$ cat src/common/csd_map.vh
// Constants for the CPU clock slowdown divider: offsets, fields, resets.
// Assumes inclusion by the Wishbone-facing control block only.
`ifndef CSD_MAP_VH
`define CSD_MAP_VH

// Register byte address (single register block)
`define CSD_CTRL_ADDR 4'h0
// Field positions inside the control register
`define CSD_ROI_BIT 15
`define CSD_RATIO_HI 14
`define CSD_RATIO_LO 12
`define CSD_SLOW_BIT 11
`define CSD_PSC_HI 10
`define CSD_PSC_LO 8
// Reset values of fields
`define CSD_ROI_RST 1'h0
`define CSD_RATIO_RST 3'h3
`define CSD_SLOW_RST 1'h0
`define CSD_PSC_RST 3'h1
// Oscillator select codes that route the postscaler
`define CSD_OSC_FAST 3'h7
`define CSD_OSC_SLOW 3'h6
// Postscaler code whose divisor jumps to 256
`define CSD_PSC_MAX 3'h7

`endif

$ cat src/hw/csd_divider.v
// Power-of-two clock enable divider: pulses once every 2^shift input cycles.
// Assumes a free-running clock and a synchronous reset on that clock.
`timescale 1ns/10ps

module csd_divider (
   input wire clk_i, // System clock
   input wire rst_i, // Sync reset, active high
   input wire restart_i, // Restart the count from zero
   input wire [3:0] shift_i, // Divide by 2^shift, 0..8
   output reg tick_o // One-cycle enable pulse
);

   reg [7:0] cnt_q; // Free-running count
   wire [7:0] mask; // Low bits that must be all ones
   wire hit; // Count reached end of period

   // Mask has shift_i ones at the bottom, all eight ones for shift_i of 8 or more
   assign mask = (shift_i >= 4'h8) ? 8'hFF : ((8'h01 << shift_i) - 8'h01);
   assign hit = ((cnt_q & mask) == mask);

   // Count and emit a tick at period end
   always @(posedge clk_i) begin
      if (rst_i || restart_i) begin
         cnt_q <= 8'h00;
         tick_o <= 1'b0;
      end else begin
         // Wrap at the period so a new shift starts cleanly
         cnt_q <= hit ? 8'h00 : cnt_q + 8'h01;
         tick_o <= hit;
      end
   end

endmodule

$ cat src/hw/csd_ctrl.v
// Clock divider control: Wishbone register, CPU slowdown enable, fast-RC postscaler.
// Assumes a Wishbone classic master and a synchronous interrupt pulse on clk_i.
`timescale 1ns/10ps
`include "csd_map.vh"

module csd_ctrl (
   input wire clk_i, // System clock, 100 MHz
   input wire rst_i, // Sync reset, active high
   // Wishbone classic slave
   input wire wb_cyc_i, // Bus cycle
   input wire wb_stb_i, // Strobe
   input wire wb_we_i, // Write enable
   input wire [3:0] wb_adr_i, // Byte address
   input wire [3:0] wb_sel_i, // Byte lanes
   input wire [31:0] wb_dat_i, // Write data
   output reg [31:0] wb_dat_o, // Read data
   output reg wb_ack_o, // Acknowledge
   output reg wb_err_o, // Unmapped address
   // Interrupt logic and oscillator control
   input wire irq_event_i, // Interrupt taken, one-cycle pulse
   input wire [2:0] current_osc_select_i, // Current oscillator code
   input wire fast_rc_clk_i, // Fast RC source clock, async
   // Clock gating outputs
   output reg cpu_clk_en_o, // CPU clock enable pulse
   output wire periph_clk_en_o, // Peripheral clock enable
   output reg fast_rc_div_o, // Postscaled fast RC, as a level
   output reg [8:0] fast_rc_divisor_o, // Active postscale divisor
   output reg fast_rc_route_o // Postscaler output valid for source
);

   reg recover_on_irq_q; // Interrupt recovery enable
   reg [2:0] ratio_q; // CPU ratio code
   reg slowdown_enable_q; // Slowdown mode on
   reg [2:0] fast_rc_postscale_q; // Postscaler code
   wire [15:0] clock_divider_control; // Register read image
   wire hit; // Address matches the register
   wire req; // Live request, not yet answered
   wire wr_hi; // Write touching the upper byte
   wire cpu_tick; // Divider tick
   reg [3:0] cpu_shift; // Effective CPU shift
   reg [2:0] osc_s1_q; // Oscillator select sync stage 1
   reg [2:0] osc_s2_q; // Oscillator select sync stage 2
   reg [7:0] rc_cnt_q; // Fast RC postscale counter
   reg [2:0] rc_s1_q; // Fast RC pin sync stages
   wire rc_rise; // Synced fast RC rising edge
   reg [8:0] rc_div; // Decoded divisor
   reg [7:0] rc_mask; // Counter bits for toggle

   assign clock_divider_control = {recover_on_irq_q, ratio_q, slowdown_enable_q,
      fast_rc_postscale_q, 8'h00};
   assign hit = (wb_adr_i == `CSD_CTRL_ADDR);
   // Only new requests; the ack cycle is never answered twice
   assign req = wb_cyc_i && wb_stb_i && !wb_ack_o && !wb_err_o;
   assign wr_hi = req && hit && wb_we_i && wb_sel_i[1];

   // Wishbone answer one cycle after the request
   always @(posedge clk_i) begin
      if (rst_i) begin
         wb_ack_o <= 1'b0;
         wb_err_o <= 1'b0;
         wb_dat_o <= 32'h00000000;
      end else begin
         wb_ack_o <= req && hit;
         // Unmapped address answers with an error, not silence
         wb_err_o <= req && !hit;
         if (req && hit && !wb_we_i) begin
            wb_dat_o <= {16'h0000, clock_divider_control};
         end else begin
            wb_dat_o <= 32'h00000000;
         end
      end
   end

   // Register fields; interrupt recovery wins over a same-cycle write
   always @(posedge clk_i) begin
      if (rst_i) begin
         recover_on_irq_q <= `CSD_ROI_RST;
         ratio_q <= `CSD_RATIO_RST;
         slowdown_enable_q <= `CSD_SLOW_RST;
         fast_rc_postscale_q <= `CSD_PSC_RST;
      end else begin
         if (wr_hi) begin
            recover_on_irq_q <= wb_dat_i[`CSD_ROI_BIT];
            ratio_q <= wb_dat_i[`CSD_RATIO_HI:`CSD_RATIO_LO];
            slowdown_enable_q <= wb_dat_i[`CSD_SLOW_BIT];
            fast_rc_postscale_q <= wb_dat_i[`CSD_PSC_HI:`CSD_PSC_LO];
         end
         if (irq_event_i && recover_on_irq_q) begin
            slowdown_enable_q <= 1'b0;
            ratio_q <= 3'h0;
         end
         // no effect otherwise: fields simply hold
      end
   end

   always @* begin
      if (slowdown_enable_q) begin
         cpu_shift = {1'b0, ratio_q};
      end else begin
         cpu_shift = 4'h0;
      end
   end

   // CPU enable divider
   csd_divider u_cpu_div (
      .clk_i(clk_i),
      .rst_i(rst_i),
      .restart_i(1'b0),
      .shift_i(cpu_shift),
      .tick_o(cpu_tick)
   );

   // CPU enable; at 1:1 every cycle, no divider latency
   always @* begin
      if (cpu_shift == 4'h0) begin
         cpu_clk_en_o = 1'b1;
      end else begin
         cpu_clk_en_o = cpu_tick;
      end
   end

   assign periph_clk_en_o = 1'b1;

   // Oscillator select comes from another unit; two-stage sync
   always @(posedge clk_i) begin
      if (rst_i) begin
         osc_s1_q <= 3'h0;
         osc_s2_q <= 3'h0;
      end else begin
         osc_s1_q <= current_osc_select_i;
         osc_s2_q <= osc_s1_q;
      end
   end

   // Divisor table: 2^code, except top code gives 256
   always @* begin
      if (fast_rc_postscale_q == `CSD_PSC_MAX) begin
         rc_div = 9'h100;
      end else begin
         rc_div = 9'h001 << fast_rc_postscale_q;
      end
      rc_mask = rc_div[8] ? 8'hFF : (rc_div[7:0] - 8'h01);
   end

   // Fast RC pin sync; third stage only feeds the edge detector
   always @(posedge clk_i) begin
      if (rst_i) begin
         rc_s1_q <= 3'h0;
      end else begin
         rc_s1_q <= {rc_s1_q[1:0], fast_rc_clk_i};
      end
   end
   assign rc_rise = rc_s1_q[1] && !rc_s1_q[2];

   // fast RC source postscale
   // Limitation: source edges are sampled, so source must be under half clk_i
   always @(posedge clk_i) begin
      if (rst_i) begin
         rc_cnt_q <= 8'h00;
         fast_rc_div_o <= 1'b0;
         fast_rc_divisor_o <= 9'h002;
         fast_rc_route_o <= 1'b0;
      end else begin
         fast_rc_divisor_o <= rc_div;
         fast_rc_route_o <= (osc_s2_q == `CSD_OSC_FAST) || (osc_s2_q == `CSD_OSC_SLOW);
         if (!((osc_s2_q == `CSD_OSC_FAST) || (osc_s2_q == `CSD_OSC_SLOW))) begin
            rc_cnt_q <= 8'h00;
            fast_rc_div_o <= 1'b0;
         end else if (rc_div == 9'h001) begin
            // Divide by one follows the source directly
            fast_rc_div_o <= rc_s1_q[1];
         end else if (rc_rise) begin
            // Toggle at half period, i.e. every divisor/2 source edges
            if ((rc_cnt_q & (rc_mask >> 1)) == (rc_mask >> 1)) begin
               fast_rc_div_o <= !fast_rc_div_o;
            end
            rc_cnt_q <= (rc_cnt_q == rc_mask) ? 8'h00 : rc_cnt_q + 8'h01;
         end
      end
   end

endmodule

$ cat config.mk
export PLATFORM = sky130hd
export DESIGN_NAME = csd_ctrl
export DESIGN_NICKNAME = d
export VERILOG_FILES = /design/src/hw/csd_divider.v /design/src/hw/csd_ctrl.v
export VERILOG_INCLUDE_DIRS = /design/src /design/src/common
export SDC_FILE = /design/constraint.sdc
export NUM_CORES = 1
export LEC_CHECK = 0
export BUFFER_PORTS_ARGS = -buffer_cell sky130_fd_sc_hd__buf_2
export CAP_MARGIN = 20
export CORE_MARGIN = 5
export CORE_UTILIZATION = 42
export DETAILED_ROUTE_END_ITERATION = 10
export PLACE_DENSITY = 0.74
export SLEW_MARGIN = 40
export SYNTH_ARGS = -nofsm -noshare
export SYNTH_HDL_FRONTEND = slang
export SYNTH_SLANG_ARGS = --single-unit
$ cat constraint.sdc
create_clock -name clk_i -period 1.8 [get_ports clk_i]
set_input_delay 0.27 -clock clk_i [delete_from_list [all_inputs] [get_ports clk_i]]
set_output_delay 0.27 -clock clk_i [all_outputs]
set_load 0.01 [all_outputs]
Yosys cells after proc, flatten, opt, wreduce, memory -nomap -nowiden:

Cells that the tools add are included.

* bits in registers: 79
* latch bits: 0
* memory bits (writable): 0
* memory bits (read-only): 0
* memories kept: 0

* add/subtract/negate cells: 4
* multipliers: 0
* div/mod/pow operators: 0
* magnitude comparators: 1
* equal/unequal tests: 7
* shift operators: 2
* muxes and demuxes: 11
* bitwise gates (word level): 5
* reductions and logical operators: 28

Operators by type and width (count)
* 2-to-1 mux 8 bit: 3
* adder 8 x 1 -> 8 bit, second input constant: 2
* == test 8 bit: 2
* subtractor 8 x 1 -> 8 bit, second input constant: 2
* logical AND 1 bit: 10
* == test 3 bit, second input constant: 3
* == test 9 x 1 -> 1 bit, second input constant: 1
* 2-to-1 mux 9 bit: 1
* left shift 1 x 3 -> 9 bit, first input constant: 1
* AND 8 x 7 -> 8 bit: 1
* AND 8 bit: 1
* == test 8 x 7 -> 1 bit: 1
* logical NOT 4 bit: 2
* OR reduction 2 bit: 4
* left shift 1 x 3 -> 8 bit, first input constant: 1
* logical NOT 1 bit: 6
* nonzero test 2 bit: 3
* >= comparator 3 x 4 -> 1 bit, second input constant: 1
* 2-to-1 mux 1 bit: 4
* 2-to-1 mux 2 bit: 2
* AND reduction 2 bit: 2
* 2-to-1 mux 3 bit: 1
* NOT 1 bit: 3
* logical OR 1 bit: 1

Depth between registers and ports, before layout:

* depth after elaboration: 9
* gate-level depth with buffers: 9

Cells and area by module:

A second synthesis with hierarchy kept.

* cells, all modules: 262
* area total of the unflattened synthesis: 2449.8 µm²

By module, submodules not included
* csd_ctrl: instances 1, cells an instance 201, area each 1891.8 µm², seq. area each 860.8 µm²
* csd_divider: instances 1, cells an instance 61, area each 558.0 µm², seq. area each 180.2 µm²

Worst setup path before layout:

Ideal clock, no wire load.

* path kind: reg2reg
* start point: reg ratio_q[1]
* end point: reg u_cpu_div.tick_o
* data arrival time: 1.810 ns
* required time: 1.734 ns
* slack: -0.076 ns
* stages on the path, launching flop included: 10
* path buffers: 1
* period minus slack after synthesis: 1.876 ns
* cells stage by stage: dfxtp_1 -> o31ai_1 -> inv_1 -> ha_1 -> nand2_1 -> o21ai_0 -> a32oi_1 -> o221a_2 -> clkbuf_1 -> nor2b_1

* longest elaborated chain between the ends: 6
* elaborated cells between the ends (all ways): 7
* those cells by class: add/sub: 1; order compare: 1; eq/ne: 1; shift: 1; mux: 2; bitwise: 1

Ends and longest elaborated chain
* start, declared: RTL line csd_ctrl.v:32 `reg [2:0] ratio_q;`
* start signal, assigned: RTL line csd_ctrl.v:78 `` ratio_q <= `CSD_RATIO_RST; ``
* start signal, assigned: RTL line csd_ctrl.v:84 `` ratio_q <= wb_dat_i[`CSD_RATIO_HI:`CSD_RATIO_LO]; ``
* 2-to-1 mux 3 bit *: RTL line csd_ctrl.v:97 `if (slowdown_enable_q) begin`
* left shift 1 x 3 -> 8 bit: RTL line csd_divider.v:18 `assign mask = (shift_i >= 4'h8) ? 8'hFF : ((8'h01 << shift_i) - 8'h01);`
* subtractor 8 x 1 -> 8 bit: RTL line csd_divider.v:18
* 2-to-1 mux 8 bit *: RTL line csd_divider.v:18
* AND 8 bit: RTL line csd_divider.v:19 `assign hit = ((cnt_q & mask) == mask);`
* == test 8 bit *: RTL line csd_divider.v:19
* end signal, assigned: RTL line csd_divider.v:29 `tick_o <= hit;`
* end, declared: RTL line csd_divider.v:10 `output reg tick_o`

Mark *: on every way between the ends. The rest lies on a longest branch, timed or not.
A chain may end at the register's enable or synchronous reset.

Final worst setup path:

Same ends and word-level chain as after synthesis.

==> flow_summary.toml <==
[synthesis]
synth_common_cells = "51 x dfxtp_1, 26 x buf_4, 22 x nor3_1, 15 x nor2_1"
synth_top_area_share_pct = 44.9
synth_most_common_cell = "dfxtp_1"
avgSynthCellArea_um2 = 9.32
async_reset_ff_share_pct = 0
postSynthCellCount = 244
yosysSeqAreaShare_pct = 44.9
yosysUniqueCellTypes = 42
synth-warning-count = 0
synth_top_cell_by_area = "dfxtp_1"
syn_area_um2 = 2270
synth_edf_count = 0
synth-seq-cells = 51
synth_area_leaders = "dfxtp_1 45%, buf_4 8.6%, nor3_1 4.8%"
yosys_most_used_dff = "dfxtp_1"

[drt]
drt-wirelength-per-cell_um = 12.0
postRouteAntennaNets = 0
firstDrtPassIters = 4
route.detailed.drc = 0
vias = 1774
wl_mm = 4.45
drt_iter0_markers = 98
via_per_inst = 4.81

[clock_network]
clkTransAtPathRegs_ps = 90
clkLatencyLatePin_ps = 300
clkSinkCount = 51
htree_levels = 2
cts_buffer_depth = 2
cts_tree = "built"
cts_root_buf = "clkbuf_8"
cts_inserted_buffers = 5

[setup_path]
r2r-end = "u_cpu_div.tick_o"
worstPathMaxFanout = 8
criticalPathCategory = "reg2reg"
cp-startpoint = "ratio_q[1]"
endpoint_kind = "flop"
endpoint = "u_cpu_div.tick_o"
r2r_start = "ratio_q[1]"
required_ps = 2050
cp.arrival_ps = 1970
reg2reg_slack_ps = 80
timing.reg2reg.worst_path_depth = 8
crit_path_start_kind = "flop"

[global_routing]
grt_pass1_vias = 1571
grt_overflow = 0
grt_max_degree = 17
grt_antenna_before_repair = 0
grt_use_total_pct = 12.3
grt_pass1_wl_mm = 7.22

[pwr]
p_int_mw = 1.59
peakVddDrop_uv = 530
power_density_nw_per_um2 = 727
power.net_switching_mw = 0.428
clkPwrFrac_pct = 38.6
netSwitchingFraction_pct = 21.2
finalPower_mw = 2.01
power_frac_comb_pct = 4.9
leakage_nw = 1.17
power_frac_seq_pct = 56.5

[timing]
fmax_ghz = 0.581
fin_crit_ps = 1720
fin_crit_sh_pct = 95.6
hold_viol = 0
setup_viol = 0
fin_worst_skew_ps = 7.18
finalMaxSlewViolations = 0

[cells_and_area]
multiInputGateArea_um2 = 1160
nFillCells = 463
areaGrowthSynthToFinish_pct = 21.8
drive_gt1_share_pct = 31.8
nets = 351
final_util_pct = 53.5
regArea_um2 = 1030
n_antenna_cell = 0

[die]
pin_count = 97
rows = 26
fp.dieArea_um2 = 6980
die_x_um = 83.6
die_h_um = 83.6
initial_core_util_pct = 44.0
core_um2 = 5170

[hold_path]
min_path_type = "in2reg"

[status]
status = "complete, no violations"

[flow_run]
maxCapViolCount = 0

[place]
dp_hpwl_mm = 3.23
globalplace.congestion = 0.871
portBuffers = 42
-- cells by family (layout without fill, tap and decap cells) --
kind of cell / after synthesis / count (layout) / synth area share [%]
muxes: 8 / 8 / 3.52
buffers and inverters: 42 / 73 / 11.4
and+or+nand+nor: 97 / 97 / 23.9
DFF: 51 / 51 / 44.9
AOI/OAI and AO/OA: 25 / 25 / 8.15
xor gates and xnor gates: 16 / 16 / 6.16
adders and majority gates: 3 / 3 / 1.65
other: 2 / 26 / 0.330
-- area by class of cell --
type	instances	share of cell area, %
multi-input combinational	175	42.1
sequential	51	37.3
timing repair buffer	62	13.0
tap	70	3.16
clock buffer	5	2.49
clock inverter	3	1.58
inverter	3	0.407
-- stage by stage --
stage               instance area (um^2)  hold WS (ps)  setup WS, ps  cells  TNS, ps
floorplan                           2370           392          25.5    268        0
global placement                    2560           418          6.51    359        0
detailed placement                  2560           427         -26.0    359    -67.4
CTS                                 2670           165          4.96    367        0
global route                        2770           167         -2.22    369    -2.22
finish                              2770           177          79.8    369        0
-- state kept, by name (all words and copies together) (netlist names) --
| signal | count |
|---|---|
| fast_rc_divisor_o | 8 |
| rc_cnt_q | 8 |
| wb_dat_o | 8 |
| u_cpu_div.cnt_q | 7 |
| fast_rc_postscale_q | 3 |
| ratio_q | 3 |
| rc_s1_q | 3 |
| osc_s1_q | 2 |
| osc_s2_q | 2 |
| fast_rc_div_o | 1 |
| fast_rc_route_o | 1 |
| recover_on_irq_q | 1 |
| slowdown_enable_q | 1 |
| u_cpu_div.tick_o | 1 |
| wb_ack_o | 1 |
| wb_err_o | 1 |
-- repair_timing --
item	4_1_cts	5_1_grt
buffers inserted	0	2
setup endpoints to repair	6	17
resized for setup	1	23
pin swaps	0	4
hold buffers	0	0
-- power by group through the flow --
stage               combinational, mW  clock [mW]  sequential (mW)
global route                    0.109       0.841             1.14
finish                         0.0994       0.776             1.14
CTS                            0.0938       0.801             1.14
detailed placement             0.0935           0             1.17
global placement               0.0922           0             1.17
floorplan                      0.0982           0             1.17
-- placed cells by master, fill, tap and decap left out, drive strengths merged, types with 4 or more instances in the layout --
cell type and n:
and2 10, buf 62, clkbuf 5, conb 26, dfxtp 51, mux2i 8
nand2 7, nand2b 7, nand3 7, nor2 15, nor2b 10, nor3 23
o21ai 4, xnor2 8, xor2 8
-- critical path, stage by stage, from the launching register on --
cell and delay [ps]:
dfxtp_4 370, o31ai_4 250, inv_2 70, ha_4 180, nand2_2 60, o21ai_2 40
a32oi_1 180, o221a_2 340, nor2b_4 170
-- how the worst min path moves through the flow --
stage	startpoint	end	slack, ps	cells after the start
finish	current_osc_select_i[2]	osc_s1_q[2]	180	2
global route	current_osc_select_i[1]	osc_s1_q[1]	170	2
CTS	current_osc_select_i[1]	osc_s1_q[1]	160	2
detailed placement	osc_s1_q[1]	osc_s2_q[1]	430	1
global placement	osc_s1_q[1]	osc_s2_q[1]	420	1
floorplan	wb_dat_i[8]	fast_rc_postscale_q[0]	390	1
-- per-layer routing --
metal  GRT usage (%)  routed length, um  vias up
li1                -                  -      894
met1            16.1               1970      811
met2            19.7               2100       64
met3            3.55                321        5
met4            3.65                 55        0
met5               0                  0        -
No activity file was read; power rests on OpenSTA's default activity.
